**config.mk**
```make
export PLATFORM = sky130hd
export DESIGN_NAME = anpps_regs
export DESIGN_NICKNAME = d
export VERILOG_FILES = /design/src/rtl/anpps_pkg.sv /design/src/rtl/anpps_page_latch.sv /design/src/rtl/anpps_regs.sv
export SDC_FILE = /design/constraint.sdc
export NUM_CORES = 1
export LEC_CHECK = 0
export BUFFER_PORTS_ARGS = -buffer_cell sky130_fd_sc_hd__buf_4
export CORE_MARGIN = 4
export CORE_UTILIZATION = 40
export DETAILED_ROUTE_END_ITERATION = 7
export GPL_TIMING_DRIVEN = 0
export HOLD_SLACK_MARGIN = 0.02
export PLACE_DENSITY = 0.82
export SLEW_MARGIN = 20
export SYNTH_ARGS = -nofsm -noshare
export SYNTH_HDL_FRONTEND = slang
export SYNTH_SLANG_ARGS = --single-unit
```
**constraint.sdc**
```tcl
create_clock -name pclk -period 1.38 [get_ports pclk]
set_input_delay 0.276 -clock pclk [delete_from_list [all_inputs] [get_ports pclk]]
set_output_delay 0.276 -clock pclk [all_outputs]
set_load 0.03 [all_outputs]
```
**src/rtl/anpps_pkg.sv**
```systemverilog
package anpps_pkg;

	// ****************************************************************
	// register indices (byte address is four times the index)
	// ****************************************************************
	localparam logic [5:0] IDX_PARTNER_NEXT_PAGE_WORD   = 6'h05;
	localparam logic [5:0] IDX_AUTONEG_EXPANSION_STATUS = 6'h06;
	localparam logic [5:0] IDX_EVENT_STATUS             = 6'h08;
	localparam logic [5:0] IDX_EVENT_MASK               = 6'h09;
	localparam int         ADDR_W                       = 8;
	localparam int         BYTE_SHIFT                   = 2;

	// ****************************************************************
	// partner next page word fields
	// ****************************************************************
	localparam int         FURTHER_PAGE_REQUEST_BIT = 15;
	localparam int         PARTNER_ACK_BIT          = 14;
	localparam int         MESSAGE_FORMAT_FLAG_BIT  = 13;
	localparam int         PARTNER_COMPLY_FLAG_BIT  = 12;
	localparam int         TOGGLE_BIT               = 11;
	localparam int         CODE_MSB                 = 10;
	localparam int         WORD_W                   = 16;
	localparam logic [15:0] PARTNER_WORD_RESET      = 16'h0000;

	// ****************************************************************
	// expansion status fields
	// ****************************************************************
	localparam int         PARALLEL_DETECT_FAULT_BIT      = 4;
	localparam int         PARTNER_EXTRA_PAGE_CAPABLE_BIT = 3;
	localparam int         LOCAL_EXTRA_PAGE_CAPABLE_BIT   = 2;
	localparam int         PAGE_RECEIVED_BIT              = 1;
	localparam int         PARTNER_NEGOTIATION_CAPABLE_BIT = 0;
	localparam logic       LOCAL_EXTRA_PAGE_CAPABLE       = 1'b1;

	// ****************************************************************
	// event status / mask layout
	// ****************************************************************
	localparam int         EVT_N              = 2;
	localparam int         EVT_PAGE_RECEIVED  = 0;
	localparam int         EVT_PARALLEL_FAULT = 1;
	localparam logic [1:0] EVT_RESET          = 2'h0;

	typedef enum logic [1:0] {
		ANPPS_APB_IDLE,
		ANPPS_APB_WAIT,
		ANPPS_APB_DONE
	} anpps_apb_e;

endpackage

```
**src/rtl/anpps_page_latch.sv**
```systemverilog
`timescale 1ns/1ps
`default_nettype none

// holds the most recent accepted link code word as one unit
module anpps_page_latch
(
	input  wire logic        pclk,
	input  wire logic        presetn,
	input  wire logic        rx_word_valid,
	input  wire logic [15:0] rx_word,
	input  wire logic        rx_next_page,
	input  wire logic        negotiation_restart,
	output var  logic [15:0] held_word,
	output var  logic        held_is_next_page,
	output var  logic        accepted
);

	logic [15:0] next_held_word;
	logic        next_held_is_next_page;
	logic        take;

	// ****************************************************************
	// acceptance
	// ****************************************************************
	// once a next page is shown, a late base page must not overwrite it
	always_comb
	begin
		take = rx_word_valid && (rx_next_page || !held_is_next_page);
	end

	always_comb
	begin
		next_held_word         = held_word;
		next_held_is_next_page = held_is_next_page;
		if (negotiation_restart)
		begin
			next_held_is_next_page = 1'b0;
		end
		if (take)
		begin
			next_held_word         = rx_word;
			next_held_is_next_page = rx_next_page;
		end
	end

	always_ff @(posedge pclk or negedge presetn)
	begin
		if (!presetn)
		begin
			held_word         <= anpps_pkg::PARTNER_WORD_RESET;
			held_is_next_page <= 1'b0;
		end
		else
		begin
			held_word         <= next_held_word;
			held_is_next_page <= next_held_is_next_page;
		end
	end

	assign accepted = take;

endmodule

`default_nettype wire

```
**src/rtl/anpps_regs.sv**
```systemverilog
`timescale 1ns/1ps
`default_nettype none

module anpps_regs
(
	input  wire logic        pclk,
	input  wire logic        presetn,
	input  wire logic        psel,
	input  wire logic        penable,
	input  wire logic        pwrite,
	input  wire logic [7:0]  paddr,
	input  wire logic [31:0] pwdata,
	output var  logic [31:0] prdata,
	output var  logic        pready,
	output var  logic        pslverr,
	input  wire logic        rx_word_valid,
	input  wire logic [15:0] rx_word,
	input  wire logic        rx_next_page,
	input  wire logic        parallel_fault_event,
	input  wire logic        negotiation_restart,
	input  wire logic        partner_extra_page_capable_in,
	input  wire logic        partner_negotiation_capable_in,
	output var  logic        irq
);

	// ****************************************************************
	// declarations
	// ****************************************************************
	logic [15:0]                     partner_word;
	logic                            page_accepted;

	anpps_pkg::anpps_apb_e           apb_state;
	anpps_pkg::anpps_apb_e           next_apb_state;
	logic [31:0]                     next_prdata;
	logic                            next_pready;
	logic                            next_pslverr;
	logic                            access_done;
	logic                            wr_done;
	logic                            rd_done;
	logic [5:0]                      reg_idx;
	logic                            addr_aligned;
	logic                            hit_partner;
	logic                            hit_expansion;
	logic                            hit_status;
	logic                            hit_mask;
	logic                            mapped;
	logic [31:0]                     read_mux;

	logic                            parallel_detect_fault;
	logic                            partner_extra_page_capable;
	logic                            partner_negotiation_capable;
	logic                            page_received;
	logic                            next_parallel_detect_fault;
	logic                            next_partner_extra_page_capable;
	logic                            next_partner_negotiation_capable;
	logic                            next_page_received;
	logic [15:0]                     expansion_word;

	logic [anpps_pkg::EVT_N-1:0]     event_status;
	logic [anpps_pkg::EVT_N-1:0]     event_mask;
	logic [anpps_pkg::EVT_N-1:0]     next_event_status;
	logic [anpps_pkg::EVT_N-1:0]     next_event_mask;
	logic [anpps_pkg::EVT_N-1:0]     event_in;
	logic                            next_irq;

	// ****************************************************************
	// received page capture
	// ****************************************************************
	// the whole word is latched in one edge, so no read sees torn fields
	anpps_page_latch u_page_latch
	(
		.pclk                (pclk),
		.presetn             (presetn),
		.rx_word_valid       (rx_word_valid),
		.rx_word             (rx_word),
		.rx_next_page        (rx_next_page),
		.negotiation_restart (negotiation_restart),
		.held_word           (partner_word),
		.held_is_next_page   (),
		.accepted            (page_accepted)
	);

	// ****************************************************************
	// apb decode
	// ****************************************************************
	always_comb
	begin
		reg_idx       = paddr[anpps_pkg::ADDR_W-1:anpps_pkg::BYTE_SHIFT];
		addr_aligned  = (paddr[anpps_pkg::BYTE_SHIFT-1:0] == 2'h0);
		hit_partner   = addr_aligned && (reg_idx == anpps_pkg::IDX_PARTNER_NEXT_PAGE_WORD);
		hit_expansion = addr_aligned && (reg_idx == anpps_pkg::IDX_AUTONEG_EXPANSION_STATUS);
		hit_status    = addr_aligned && (reg_idx == anpps_pkg::IDX_EVENT_STATUS);
		hit_mask      = addr_aligned && (reg_idx == anpps_pkg::IDX_EVENT_MASK);
		mapped        = hit_partner || hit_expansion || hit_status || hit_mask;
		access_done   = psel && penable && pready;
		wr_done       = access_done && pwrite;
		rd_done       = access_done && !pwrite;
	end

	// ****************************************************************
	// expansion word assembly
	// ****************************************************************
	always_comb
	begin
		expansion_word = 16'h0000;
		expansion_word[anpps_pkg::PARALLEL_DETECT_FAULT_BIT]       = parallel_detect_fault;
		expansion_word[anpps_pkg::PARTNER_EXTRA_PAGE_CAPABLE_BIT]  = partner_extra_page_capable;
		expansion_word[anpps_pkg::LOCAL_EXTRA_PAGE_CAPABLE_BIT]    = anpps_pkg::LOCAL_EXTRA_PAGE_CAPABLE;
		expansion_word[anpps_pkg::PAGE_RECEIVED_BIT]               = page_received;
		expansion_word[anpps_pkg::PARTNER_NEGOTIATION_CAPABLE_BIT] = partner_negotiation_capable;
	end

	// ****************************************************************
	// read mux
	// ****************************************************************
	// partner word bits 15..0 pass unchanged: request, ack, format, comply, toggle, code
	always_comb
	begin
		read_mux = 32'h0000_0000;
		case (1'b1)
			hit_partner:
			begin
				read_mux[anpps_pkg::WORD_W-1:0] = partner_word;
			end
			hit_expansion:
			begin
				read_mux[anpps_pkg::WORD_W-1:0] = expansion_word;
			end
			hit_status:
			begin
				read_mux[anpps_pkg::EVT_N-1:0] = event_status;
			end
			hit_mask:
			begin
				read_mux[anpps_pkg::EVT_N-1:0] = event_mask;
			end
			default:
			begin
				read_mux = 32'h0000_0000;
			end
		endcase
	end

	// ****************************************************************
	// apb handshake
	// ****************************************************************
	// one wait state: pready is registered so every output comes from a flop
	always_comb
	begin
		next_apb_state = apb_state;
		next_pready    = 1'b0;
		next_prdata    = prdata;
		next_pslverr   = 1'b0;
		case (apb_state)
			anpps_pkg::ANPPS_APB_IDLE:
			begin
				if (psel && !penable)
				begin
					next_apb_state = anpps_pkg::ANPPS_APB_WAIT;
				end
			end
			anpps_pkg::ANPPS_APB_WAIT:
			begin
				if (psel && penable)
				begin
					next_apb_state = anpps_pkg::ANPPS_APB_DONE;
					next_pready    = 1'b1;
					next_pslverr   = !mapped;
					next_prdata    = pwrite ? 32'h0000_0000 : read_mux;
				end
			end
			anpps_pkg::ANPPS_APB_DONE:
			begin
				next_apb_state = (psel && !penable) ? anpps_pkg::ANPPS_APB_WAIT : anpps_pkg::ANPPS_APB_IDLE;
			end
			default:
			begin
				next_apb_state = anpps_pkg::ANPPS_APB_IDLE;
			end
		endcase
	end

	always_ff @(posedge pclk or negedge presetn)
	begin
		if (!presetn)
		begin
			apb_state <= anpps_pkg::ANPPS_APB_IDLE;
			pready    <= 1'b0;
			prdata    <= 32'h0000_0000;
			pslverr   <= 1'b0;
		end
		else
		begin
			apb_state <= next_apb_state;
			pready    <= next_pready;
			prdata    <= next_prdata;
			pslverr   <= next_pslverr;
		end
	end

	// ****************************************************************
	// expansion status state
	// ****************************************************************
	// writes to the expansion and partner registers never reach these flops
	always_comb
	begin
		next_partner_extra_page_capable  = partner_extra_page_capable_in;
		next_partner_negotiation_capable = partner_negotiation_capable_in;
		next_parallel_detect_fault       = parallel_detect_fault;
		if (negotiation_restart)
		begin
			next_parallel_detect_fault = 1'b0;
		end
		if (parallel_fault_event)
		begin
			next_parallel_detect_fault = 1'b1;
		end
		next_page_received = page_received;
		if (rd_done && hit_expansion)
		begin
			next_page_received = 1'b0;
		end
		// a page landing in the same cycle as the clearing read is kept
		if (page_accepted)
		begin
			next_page_received = 1'b1;
		end
	end

	always_ff @(posedge pclk or negedge presetn)
	begin
		if (!presetn)
		begin
			parallel_detect_fault       <= 1'b0;
			partner_extra_page_capable  <= 1'b0;
			partner_negotiation_capable <= 1'b0;
			page_received               <= 1'b0;
		end
		else
		begin
			parallel_detect_fault       <= next_parallel_detect_fault;
			partner_extra_page_capable  <= next_partner_extra_page_capable;
			partner_negotiation_capable <= next_partner_negotiation_capable;
			page_received               <= next_page_received;
		end
	end

	// ****************************************************************
	// event status, mask and interrupt
	// ****************************************************************
	always_comb
	begin
		event_in = '0;
		event_in[anpps_pkg::EVT_PAGE_RECEIVED]  = page_accepted;
		event_in[anpps_pkg::EVT_PARALLEL_FAULT] = parallel_fault_event;
	end

	genvar gi;
	generate
		for (gi = 0; gi < anpps_pkg::EVT_N; gi = gi + 1)
		begin : g_evt
			// write one to clear; a new event in the same cycle wins
			always_comb
			begin
				next_event_status[gi] = event_status[gi];
				if (wr_done && hit_status && pwdata[gi])
				begin
					next_event_status[gi] = 1'b0;
				end
				if (event_in[gi])
				begin
					next_event_status[gi] = 1'b1;
				end
				next_event_mask[gi] = event_mask[gi];
				if (wr_done && hit_mask)
				begin
					next_event_mask[gi] = pwdata[gi];
				end
			end
		end
	endgenerate

	always_comb
	begin
		next_irq = |(next_event_status & next_event_mask);
	end

	always_ff @(posedge pclk or negedge presetn)
	begin
		if (!presetn)
		begin
			event_status <= anpps_pkg::EVT_RESET;
			event_mask   <= anpps_pkg::EVT_RESET;
			irq          <= 1'b0;
		end
		else
		begin
			event_status <= next_event_status;
			event_mask   <= next_event_mask;
			irq          <= next_irq;
		end
	end

endmodule

`default_nettype wire

```
==> results.py, run 1 <==
metrics = {
    "placement": {
        "placed_area_um2": 2600,
        "place.gp.congestion": 0.703,
        "place_ws_ps": -529,
        "post-dp-hpwl_um": 3420,
        "portBuffers": 54,
    },
    "sta": {
        "setup_viol": 2,
        "timing.fmax_ghz": 0.681,
        "final.setup_skew_ps": 9.23,
        "finalHoldViolCount": 0,
        "worst_slack_ps": -88.9,
        "slew_violations": 0,
        "post-route-period-util_pct": 106,
        "worst_pin_slew_ps": 573,
        "rsz0062_at_grt": "true",
        "max_slew_margin_pct": 61.8,
        "whs_ps": 78.0,
        "min_period_ps": 1470,
    },
    "worst_setup_path": {
        "startpoint_type": "register",
        "required_ps": 1570,
        "regToRegSetupSlack_ps": -90,
        "crit_arrival_ps": 1660,
        "cp-end-kind": "register",
        "crit_type": "register to register",
        "critPathMaxFanout": 3,
    },
    "floorplan": {
        "core_um2": 4850,
        "dieArea_um2": 6310,
        "start_util_pct": 42.1,
        "rows": 25,
        "die_h_um": 79.5,
        "die-width_um": 79.5,
        "ios": 102,
    },
    "logic_synthesis": {
        "yosysTopAreaCell": "dfrtp_1",
        "avgSynthCellArea_um2": 13.1,
        "synth_ff_type": "dfrtp_1",
        "ys_warn_count": 0,
        "synthTopCellsByArea": "dfrtp_1 56%, mux2_2 11%, buf_4 6.3%",
        "syn_inst": 156,
        "synth_top_area_share_pct": 56.4,
        "async_reset_ff_share_pct": 100,
        "yosysSeqAreaShare_pct": 56.4,
        "synth_edf_count": 0,
        "netlist_area_um2": 2040,
        "ys_types": 42,
        "ys_ff_latch": 46,
    },
    "clocking": {
        "clkSinkCount": 46,
        "ctsLongestPathBuffers": 2,
        "numCtsBuffers": 5,
        "clk_latency_ps": 300,
        "cts_tree": "built",
        "path_clk_slew_ps": 90,
        "h-tree-depth": 2,
        "clock-root-buffer": "clkbuf_8",
    },
    "layout": {
        "drive_above_1_share_pct": 53.1,
        "layout_commonest_cell": "buf_4",
        "nets": 309,
        "ff_latch_area_um2": 1150,
        "area_delta_synth_final_pct": 38.9,
        "antenna_cells": 0,
        "final_area_um2": 2840,
        "fillCellCount": 418,
        "final_cell_mix": "79 x buf_4, 45 x dfrtp_1, 18 x mux2_2, 16 x conb_1, 13 x a22o_1",
        "multi_input_area_um2": 838,
    },
    "global_routing": {
        "grt.total_usage_pct": 16.2,
        "overflow": 0,
        "grt_pass1_wl_um": 7860,
        "grt_max_degree": 47,
        "antenna_found_initial": 0,
        "grt_pass1_vias": 1645,
    },
    "run_status": {
        "violations": "negative setup slack",
        "outcome": "finished with violations",
    },
    "pwr": {
        "p_leak_nw": 1.38,
        "ir_worst_vdd_mv": 0.680,
        "powerDensity_nw_per_um2": 964,
        "power_mw": 2.73,
    },
    "routing": {
        "drtPass1Iterations": 4,
        "drt_iter0_markers": 56,
        "ant_nets": 0,
        "viasPerCell": 4.88,
        "via_count": 1514,
        "route.final.wire_length_um": 4760,
        "drt-wirelength-per-cell_um": 15.3,
        "drc": 0,
    },
    "run": {
        "cap_violations": 0,
    },
    "hold_path": {
        "hold_class": "input pin to register",
    },
}
==> layer usage <==
metal,track usage (%),part of all wire (%)
met3,7.56,9.7
met5,0,0
met1,18.2,40
met4,5.50,2.0
met2,26.9,48
==> through the flow <==
step / util, % / std cells / TNS (ps)
after detailed placement: 53.6 / 292 / -12520
after global routing: 58.5 / 310 / -546
after floorplan: - / 171 / -877
after CTS: 58.4 / 310 / -153
final: 58.5 / 310 / -93.6
after global placement: 53.6 / 292 / -10980
==> cells by family (layout without fill, tap and decap cells) <==
kind of cell	count (synthesis)	after routing	synth area share [%]
buffers and inverters	26	98	8.03
AOI/OAI and AO/OA	32	32	12.7
DFF	46	46	56.4
and+or+nand+nor	30	30	11.2
other	1	16	0.184
muxes	21	21	11.5
==> power breakdown <==
group / leakage [nW] / switching, mW / internal, mW
sequential: 0.575 / 0.0417 / 1.43
clock: 0.0441 / 0.464 / 0.356
combinational: 0.763 / 0.223 / 0.218
==> synthesized netlist by cell type, types with 2 or more instances <==
master     count
a2111oi_0      2
a21oi_1        2
a221o_1        3
a22o_1        13
a22oi_1        2
and2_1         2
buf_2          2
buf_4         17
dfrtp_1       46
inv_1          5
mux2_2        20
nand2_1        3
nand2b_1       2
nand3_1        3
nand4_1        2
nor2_1         2
nor2b_1        2
nor4_4         2
o21bai_1       2
o22ai_1        2
==> worst max-delay path, stage by stage (launching register included) <==
cell and delay, ps:
dfrtp_2 370, and3_4 190, and4_4 230, mux2_4 300, a32o_1 260
==> sequential cells by signal, summed over array words and instances (netlist names) <==
| register | cells |
|---|---|
| apb_state | 2 |
| page_received | 1 |
| parallel_detect_fault | 1 |
| pslverr | 1 |
| irq | 1 |
| pready | 1 |
| partner_negotiation_capable | 1 |
| u_page_latch.held_is_next_page | 1 |
| event_status | 2 |
| partner_extra_page_capable | 1 |
| prdata | 16 |
| u_page_latch.held_word | 16 |
| event_mask | 2 |
==> timing repair <==
item / 4_1_cts / 5_1_grt
pin swaps: 7 / 3
setup buffers: 9 / 0
hold buffers: 1 / 0
endpoints found under the setup margin: 31 / 20
gates resized for setup: 17 / 4
gates cloned: 0 / 0
hold endpoints to repair: 46 / 0
==> final timing paths <==
check                                                            start                                    end  cells past startpoint
min in group asynchronous                                      presetn  u_page_latch.held_word[7]$_DFFE_PN0P_                      2
worst max register to register                        pready$_DFF_PN0_                          irq$_DFF_PN0_                      4
worst min register to register  u_page_latch.held_word[13]$_DFFE_PN0P_                 prdata[13]$_DFFE_PN0P_                      1
max in group asynchronous                                      presetn                       pready$_DFF_PN0_                      2
worst min-delay path                     partner_extra_page_capable_in   partner_extra_page_capable$_DFF_PN0_                      1
worst max-delay path                                  pready$_DFF_PN0_                          irq$_DFF_PN0_                      4
==> area by class of cell <==
cell class	instances	area share, %
Clock buffer	5	2.43
Timing Repair Buffer	64	17.2
Buffer	21	5.87
Clock inverter	3	0.750
Tap cell	67	2.96
Multi-Input combinational cell	99	29.6
Sequential cell	46	40.6
Inverter	5	0.662
No activity file was read; power rests on OpenSTA's default activity.
==> run 2, diff against run 1 <==
--- a/config.mk
+++ b/config.mk
@@ -5,14 +5,14 @@
 export SDC_FILE = /design/constraint.sdc
 export NUM_CORES = 1
 export LEC_CHECK = 0
+export ABC_AREA = 1
 export BUFFER_PORTS_ARGS = -buffer_cell sky130_fd_sc_hd__buf_4
 export CORE_MARGIN = 4
-export CORE_UTILIZATION = 40
+export CORE_UTILIZATION = 42
 export DETAILED_ROUTE_END_ITERATION = 7
 export GPL_TIMING_DRIVEN = 0
 export HOLD_SLACK_MARGIN = 0.02
-export PLACE_DENSITY = 0.82
-export SLEW_MARGIN = 20
+export PLACE_DENSITY = 0.84
 export SYNTH_ARGS = -nofsm -noshare
 export SYNTH_HDL_FRONTEND = slang
 export SYNTH_SLANG_ARGS = --single-unit
==> results.py, run 2 <==
metrics = {
    "pwr": {
        "clockPowerShare_pct": 27.8,
        "ir_worst_vdd_mv": 0.740,
        "p_switching_uw": 668,
        "seq_power_share_pct": 55.6,
        "p_leak_nw": 1.54,
        "comb_power_share_pct": 16.6,
        "p_int_mw": 1.98,
        "swShare_pct": 25.3,
        "powerDensity_nw_per_um2": 937,
    },
    "worst_setup_path": {
        "crit_type": "register to register",
        "r2r_cells": 4,
        "startpoint": "u_page_latch.held_is_next_page$_DFFE_PN0P_",
        "rr_startpoint": "u_page_latch.held_is_next_page$_DFFE_PN0P_",
        "critPathMaxFanout": 10,
        "crit_arrival_ps": 1460,
        "crit_path_end": "u_page_latch.held_word[7]$_DFFE_PN0P_",
        "startpoint_type": "register",
        "required_ps": 1540,
        "r2r_end": "u_page_latch.held_word[7]$_DFFE_PN0P_",
        "regToRegSetupSlack_ps": 90,
        "cp-end-kind": "register",
    },
    "run": {
        "cap_violations": 0,
    },
    "logic_synthesis": {
        "synthTopCellsByArea": "dfrtp_1 53%, nand2_1 9.1%, buf_4 6.2%",
        "avgSynthCellArea_um2": 9.34,
        "async_reset_ff_share_pct": 100,
        "syn_inst": 234,
        "yosysSeqAreaShare_pct": 52.7,
        "synth.most_common_cell": "nand2_1",
        "ys_types": 24,
        "yosys-top-cells-count": "53 x nand2_1, 46 x dfrtp_1, 21 x nand3_1, 20 x inv_1, 18 x buf_4",
        "synth_top_area_share_pct": 52.7,
        "synth_top_family_by_area": "simple AND/OR/NAND/NOR gates",
        "synthAdderAreaFrac_pct": 0,
        "synth_edf_count": 0,
        "ys_warn_count": 0,
        "synthMuxAreaShare_pct": 6.18,
        "yosys.area_share.simple_pct": 25.0,
        "ys_ff_latch": 46,
        "synth_xor_area_share_pct": 0,
        "yosysTopAreaCell": "dfrtp_1",
        "synth_ff_type": "dfrtp_1",
        "netlist_area_um2": 2190,
        "synth_compound_area_share_pct": 4.41,
    },
    "layout": {
        "area_delta_synth_final_pct": 29.3,
        "final_cell_mix": "73 x buf_4, 53 x nand2_1, 46 x dfrtp_1, 21 x nand3_1, 20 x inv_1",
        "fillCellCount": 460,
        "post-route-util_pct": 57.9,
        "top_regs": "prdata: 16 flops, u_page_latch.held_word: 16 flops",
        "nets": 379,
        "antenna_cells": 0,
        "ff_latch_area_um2": 1150,
        "multi_input_area_um2": 838,
        "drive_above_1_share_pct": 39.7,
        "layout_commonest_cell": "buf_4",
    },
    "sta": {
        "setup-tns-final_ps": 0,
        "final.setup_skew_ps": 9.23,
        "min_period_ps": 1290,
        "slew_violations": 0,
        "max_slew_margin_pct": 62.5,
        "timing.fmax_ghz": 0.773,
        "setup_viol": 0,
        "worst_pin_slew_ps": 563,
        "worst_slack_ps": 87.2,
        "rsz0062_at_grt": "false",
        "post-route-period-util_pct": 93.7,
        "finalHoldViolCount": 0,
    },
    "clocking": {
        "h-tree-depth": 2,
        "post-cts-setup-buffers": 0,
        "cts_tree": "built",
        "clk_latency_ps": 280,
        "clock-root-buffer": "clkbuf_8",
        "cts_resized": 0,
        "numCtsBuffers": 5,
        "path_clk_slew_ps": 70,
        "ctsLongestPathBuffers": 2,
        "clkSinkCount": 46,
    },
    "routing": {
        "drtPass1Iterations": 4,
        "drc": 0,
        "drt-wirelength-per-cell_um": 11.7,
        "route.final.wire_length_um": 4420,
        "drt_iter0_markers": 50,
        "via_count": 1687,
        "ant_nets": 0,
        "viasPerCell": 4.45,
    },
    "global_routing": {
        "grt.total_usage_pct": 14.7,
        "grt_pass1_vias": 1664,
        "antenna_found_initial": 0,
        "grt_max_degree": 47,
        "overflow": 0,
        "grt_pass1_wl_um": 7390,
    },
    "floorplan": {
        "rows": 25,
        "dieArea_um2": 6420,
        "start_util_pct": 44.8,
        "die-width_um": 80.1,
        "ios": 102,
        "core_um2": 4880,
        "die_h_um": 80.1,
    },
    "placement": {
        "place_ws_ps": 40.0,
        "post-dp-hpwl_um": 3490,
        "place.gp.congestion": 0.880,
        "portBuffers": 55,
    },
    "run_status": {
        "outcome": "complete, no violations",
    },
    "hold_path": {
        "hold_class": "input pin to register",
    },
}
run 2: cell types whose count changed in the layout (fill, tap and decap cells not counted), moves of 9 or more:
cell / previous run / this run
a22o_1: 13 / 0
nand2_1: 3 / 53
nand2_2: 1 / 10
nand3_1: 2 / 21
nor2_1: 2 / 17
inv_1: 4 / 20
run 2: per-stage QoR:
step / hold slack (ps) / power, mW / instances / instance area [um^2]
6_report: 101 / 2.65 / 379 / 2830
5_1_grt: 83.8 / 2.79 / 379 / 2830
4_1_cts: 91.8 / 2.68 / 379 / 2830
3_5_place_dp: 311 / 1.94 / 371 / 2740
3_3_place_gp: 308 / 1.92 / 371 / 2740
2_1_floorplan: -19.6 / 1.77 / 249 / 2240
run 2: how the worst min path moves through the flow:
stage                                         from                               endpoint  slack [ps]  cells past startpoint
floorplan                                  presetn               apb_state[0]$_DFFE_PN0P_         -20                      0
global placement                           presetn                  prdata[9]$_DFFE_PN0P_         310                      1
detailed placement                         presetn                 prdata[11]$_DFFE_PN0P_         310                      1
CTS                 partner_negotiation_capable_in  partner_negotiation_capable$_DFF_PN0_          90                      1
global route         partner_extra_page_capable_in   partner_extra_page_capable$_DFF_PN0_          80                      1
finish              partner_negotiation_capable_in  partner_negotiation_capable$_DFF_PN0_         100                      1
run 2: metal layers:
metal / up-vias / track usage (%) / routed length (um)
met5: - / 0 / 0
met4: 0 / 2.53 / 18
met2: 45 / 26.1 / 2240
met3: 2 / 3.59 / 267
met1: 781 / 18.4 / 1890
li1: 859 / - / -
run 2: timing repair:
action / in CTS / in global routing
hold endpoints to repair: 46 / 0
hold buffers: 1 / 0
endpoints found under the setup margin: 0 / 0
run 2: area by class of cell:
cell class              instances  area share (%)
well taps                      67            2.97
plain buffers                  21            5.76
multi-input cells             158            29.7
repair buffers                 56            15.0
inverters                      24            3.19
flip-flops and latches         46            40.7
clock buffers                   7            2.70
run 2: cell families (layout without fill, tap and decap cells):
group / Yosys count / in the layout
and+or+nand+nor: 115 / 115
DFF: 46 / 46
buffers and inverters: 45 / 108
AOI/OAI and AO/OA: 15 / 15
muxes: 12 / 12
other: 1 / 16
run 2: critical path: stages (launching register included):
cell,delay [ps]
dfrtp_1,330
inv_1,60
o21ai_2,210
buf_4,240
mux2_2,350
run 2: power by group through the flow:
stage          registers [mW]  clock network [mW]  logic (mW)
2_1_floorplan            1.50                   0       0.269
3_3_place_gp             1.49                   0       0.430
3_5_place_dp             1.50                   0       0.440
4_1_cts                  1.47               0.764       0.443
5_1_grt                  1.48               0.819       0.487
6_report                 1.47               0.736       0.440
==> run 3, diff against run 2 <==
--- a/config.mk
+++ b/config.mk
@@ -5,10 +5,9 @@
 export SDC_FILE = /design/constraint.sdc
 export NUM_CORES = 1
 export LEC_CHECK = 0
-export ABC_AREA = 1
 export BUFFER_PORTS_ARGS = -buffer_cell sky130_fd_sc_hd__buf_4
 export CORE_MARGIN = 4
-export CORE_UTILIZATION = 42
+export CORE_UTILIZATION = 41
 export DETAILED_ROUTE_END_ITERATION = 7
 export GPL_TIMING_DRIVEN = 0
 export HOLD_SLACK_MARGIN = 0.02
==> results.py, run 3 (synthesis gave the netlist of run 1 again) <==
metrics = {
    "sta": {
        "setup-tns-final_ps": -358,
        "min_period_ps": 1460,
        "finalHoldViolCount": 0,
        "worst_slack_ps": -77.5,
        "final.setup_skew_ps": 9.45,
        "worst_pin_slew_ps": 572,
        "setup_viol": 14,
        "timing.fmax_ghz": 0.686,
        "max_slew_margin_pct": 61.9,
        "rsz0062_at_grt": "true",
        "slew_violations": 0,
        "post-route-period-util_pct": 106,
    },
    "pwr": {
        "p_leak_nw": 1.45,
        "ir_worst_vdd_mv": 1.02,
        "powerDensity_nw_per_um2": 1060,
        "power_mw": 3.17,
    },
    "routing": {
        "ant_nets": 0,
        "route.final.wire_length_um": 4790,
        "drt_iter0_markers": 30,
        "via_count": 1533,
        "drt-wirelength-per-cell_um": 15.2,
        "drtPass1Iterations": 4,
        "drc": 0,
        "viasPerCell": 4.87,
    },
    "floorplan": {
        "start_util_pct": 42.7,
        "core_um2": 4790,
        "die-width_um": 78.6,
        "ios": 102,
        "die_h_um": 78.6,
        "rows": 25,
        "dieArea_um2": 6170,
    },
    "hold_path": {
        "hold_class": "input pin to register",
    },
    "global_routing": {
        "grt.total_usage_pct": 15.2,
        "grt_pass1_wl_um": 7340,
        "antenna_found_initial": 0,
        "grt_pass1_vias": 1589,
        "overflow": 0,
        "grt_max_degree": 47,
    },
    "clocking": {
        "clock-root-buffer": "clkbuf_8",
        "clk_latency_ps": 300,
        "numCtsBuffers": 5,
        "h-tree-depth": 2,
        "clkSinkCount": 46,
        "cts_tree": "built",
        "path_clk_slew_ps": 90,
        "ctsLongestPathBuffers": 2,
    },
    "worst_setup_path": {
        "critPathMaxFanout": 3,
        "cp_cell_sequence": "and3_4, nand3_2, or4b_4, a32o_1",
        "crit_family": "simple AND/OR/NAND/NOR gates",
        "path_buf_inv": 0,
        "cp-end-kind": "register",
        "startpoint_type": "register",
        "critPathMaxStageDelay_ps": 480,
        "slowest_stage": "or4b_4",
        "required_ps": 1570,
        "crit_type": "register to register",
        "crit_arrival_ps": 1650,
    },
    "layout": {
        "top_regs": "prdata: 16 flops, u_page_latch.held_word: 16 flops",
        "ff_latch_area_um2": 1150,
        "fillCellCount": 415,
        "drive_above_1_share_pct": 54.8,
        "multi_input_area_um2": 861,
        "post-route-util_pct": 62.5,
        "antenna_cells": 0,
        "final_area_um2": 2990,
        "final_cell_mix": "81 x buf_4, 45 x dfrtp_1, 19 x mux2_2, 16 x conb_1, 13 x a22o_1",
        "layout_commonest_cell": "buf_4",
        "nets": 314,
        "area_delta_synth_final_pct": 46.4,
    },
    "run": {
        "cap_violations": 0,
    },
    "placement": {
        "post-dp-hpwl_um": 3290,
        "portBuffers": 54,
        "place.gp.congestion": 0.801,
        "placed_area_um2": 2600,
    },
    "run_status": {
        "violations": "negative setup slack",
        "outcome": "finished with violations",
    },
}
[run 3: cell count changes in the layout (fill, tap and decap cells not counted), moves of 3 or more]
cell     previous run  this run
nand2_2            10         2
a21oi_1             5         2
a22o_1              0        13
nor2_2              7         0
buf_4              73        81
a221o_1             0         3
mux2_2             12        19
nor4_4              0         3
o21ai_2             5         0
nand3_1            21         2
nor2_1             17         2
inv_1              20         4
inv_2               4         1
nand2_1            53         2
[run 3: routing by layer]
layer | GRT usage, % | vias to the layer above | share of wire (%)
met5 | 0 | - | 0
met2 | 25.6 | 59 | 50
met4 | 4.72 | 0 | 1.4
met1 | 17.3 | 743 | 40
met3 | 6.42 | 8 | 8.7
li1 | - | 723 | -
[run 3: final cells by class]
type | instances | share of cell area, %
Clock inverter | 2 | 2.01
Inverter | 5 | 0.628
Buffer | 21 | 5.82
Multi-Input combinational cell | 99 | 28.8
Tap cell | 67 | 2.80
Clock buffer | 6 | 2.76
Timing Repair Buffer | 69 | 18.7
Sequential cell | 46 | 38.5
[run 3: report_power, final]
part	internal [mW]	switching [mW]	leakage, nW	total, mW
logic	0.241	0.233	0.808	0.474
clock network	0.772	0.451	0.0714	1.22
registers	1.43	0.0432	0.575	1.47
total	2.44	0.727	1.45	3.17
[run 3: stage by stage]
step | worst slack (ps) | hold slack, ps | cells
finish | -77.5 | 78.3 | 315
global route | -128 | 62.0 | 315
CTS | -66.8 | 70.6 | 309
detailed placement | -463 | 314 | 292
global placement | -452 | 306 | 292
floorplan | -172 | -19.6 | 171
[run 3: final timing paths]
kind / start / end / slack (ps) / cells after the start
max: pready$_DFF_PN0_ / irq$_DFF_PN0_ / -80 / 4
min: partner_extra_page_capable_in / partner_extra_page_capable$_DFF_PN0_ / 80 / 1
max reg2reg: pready$_DFF_PN0_ / irq$_DFF_PN0_ / -80 / 4
min reg2reg: u_page_latch.held_word[12]$_DFFE_PN0P_ / prdata[12]$_DFFE_PN0P_ / 480 / 1
max in group asynchronous: presetn / pready$_DFF_PN0_ / 460 / 2
min in group asynchronous: presetn / prdata[12]$_DFFE_PN0P_ / 510 / 2
[run 3: timing repair]
| action | 4_1_cts | 5_1_grt |
|---|---|---|
| gates resized for setup | 8 | 23 |
| endpoints found under the setup margin | 38 | 21 |
| setup buffers | 8 | 4 |
| pin swaps | 7 | 11 |
| gates cloned | 0 | 2 |
| hold buffers | 1 | 0 |
| endpoints found under the hold margin | 46 | 0 |
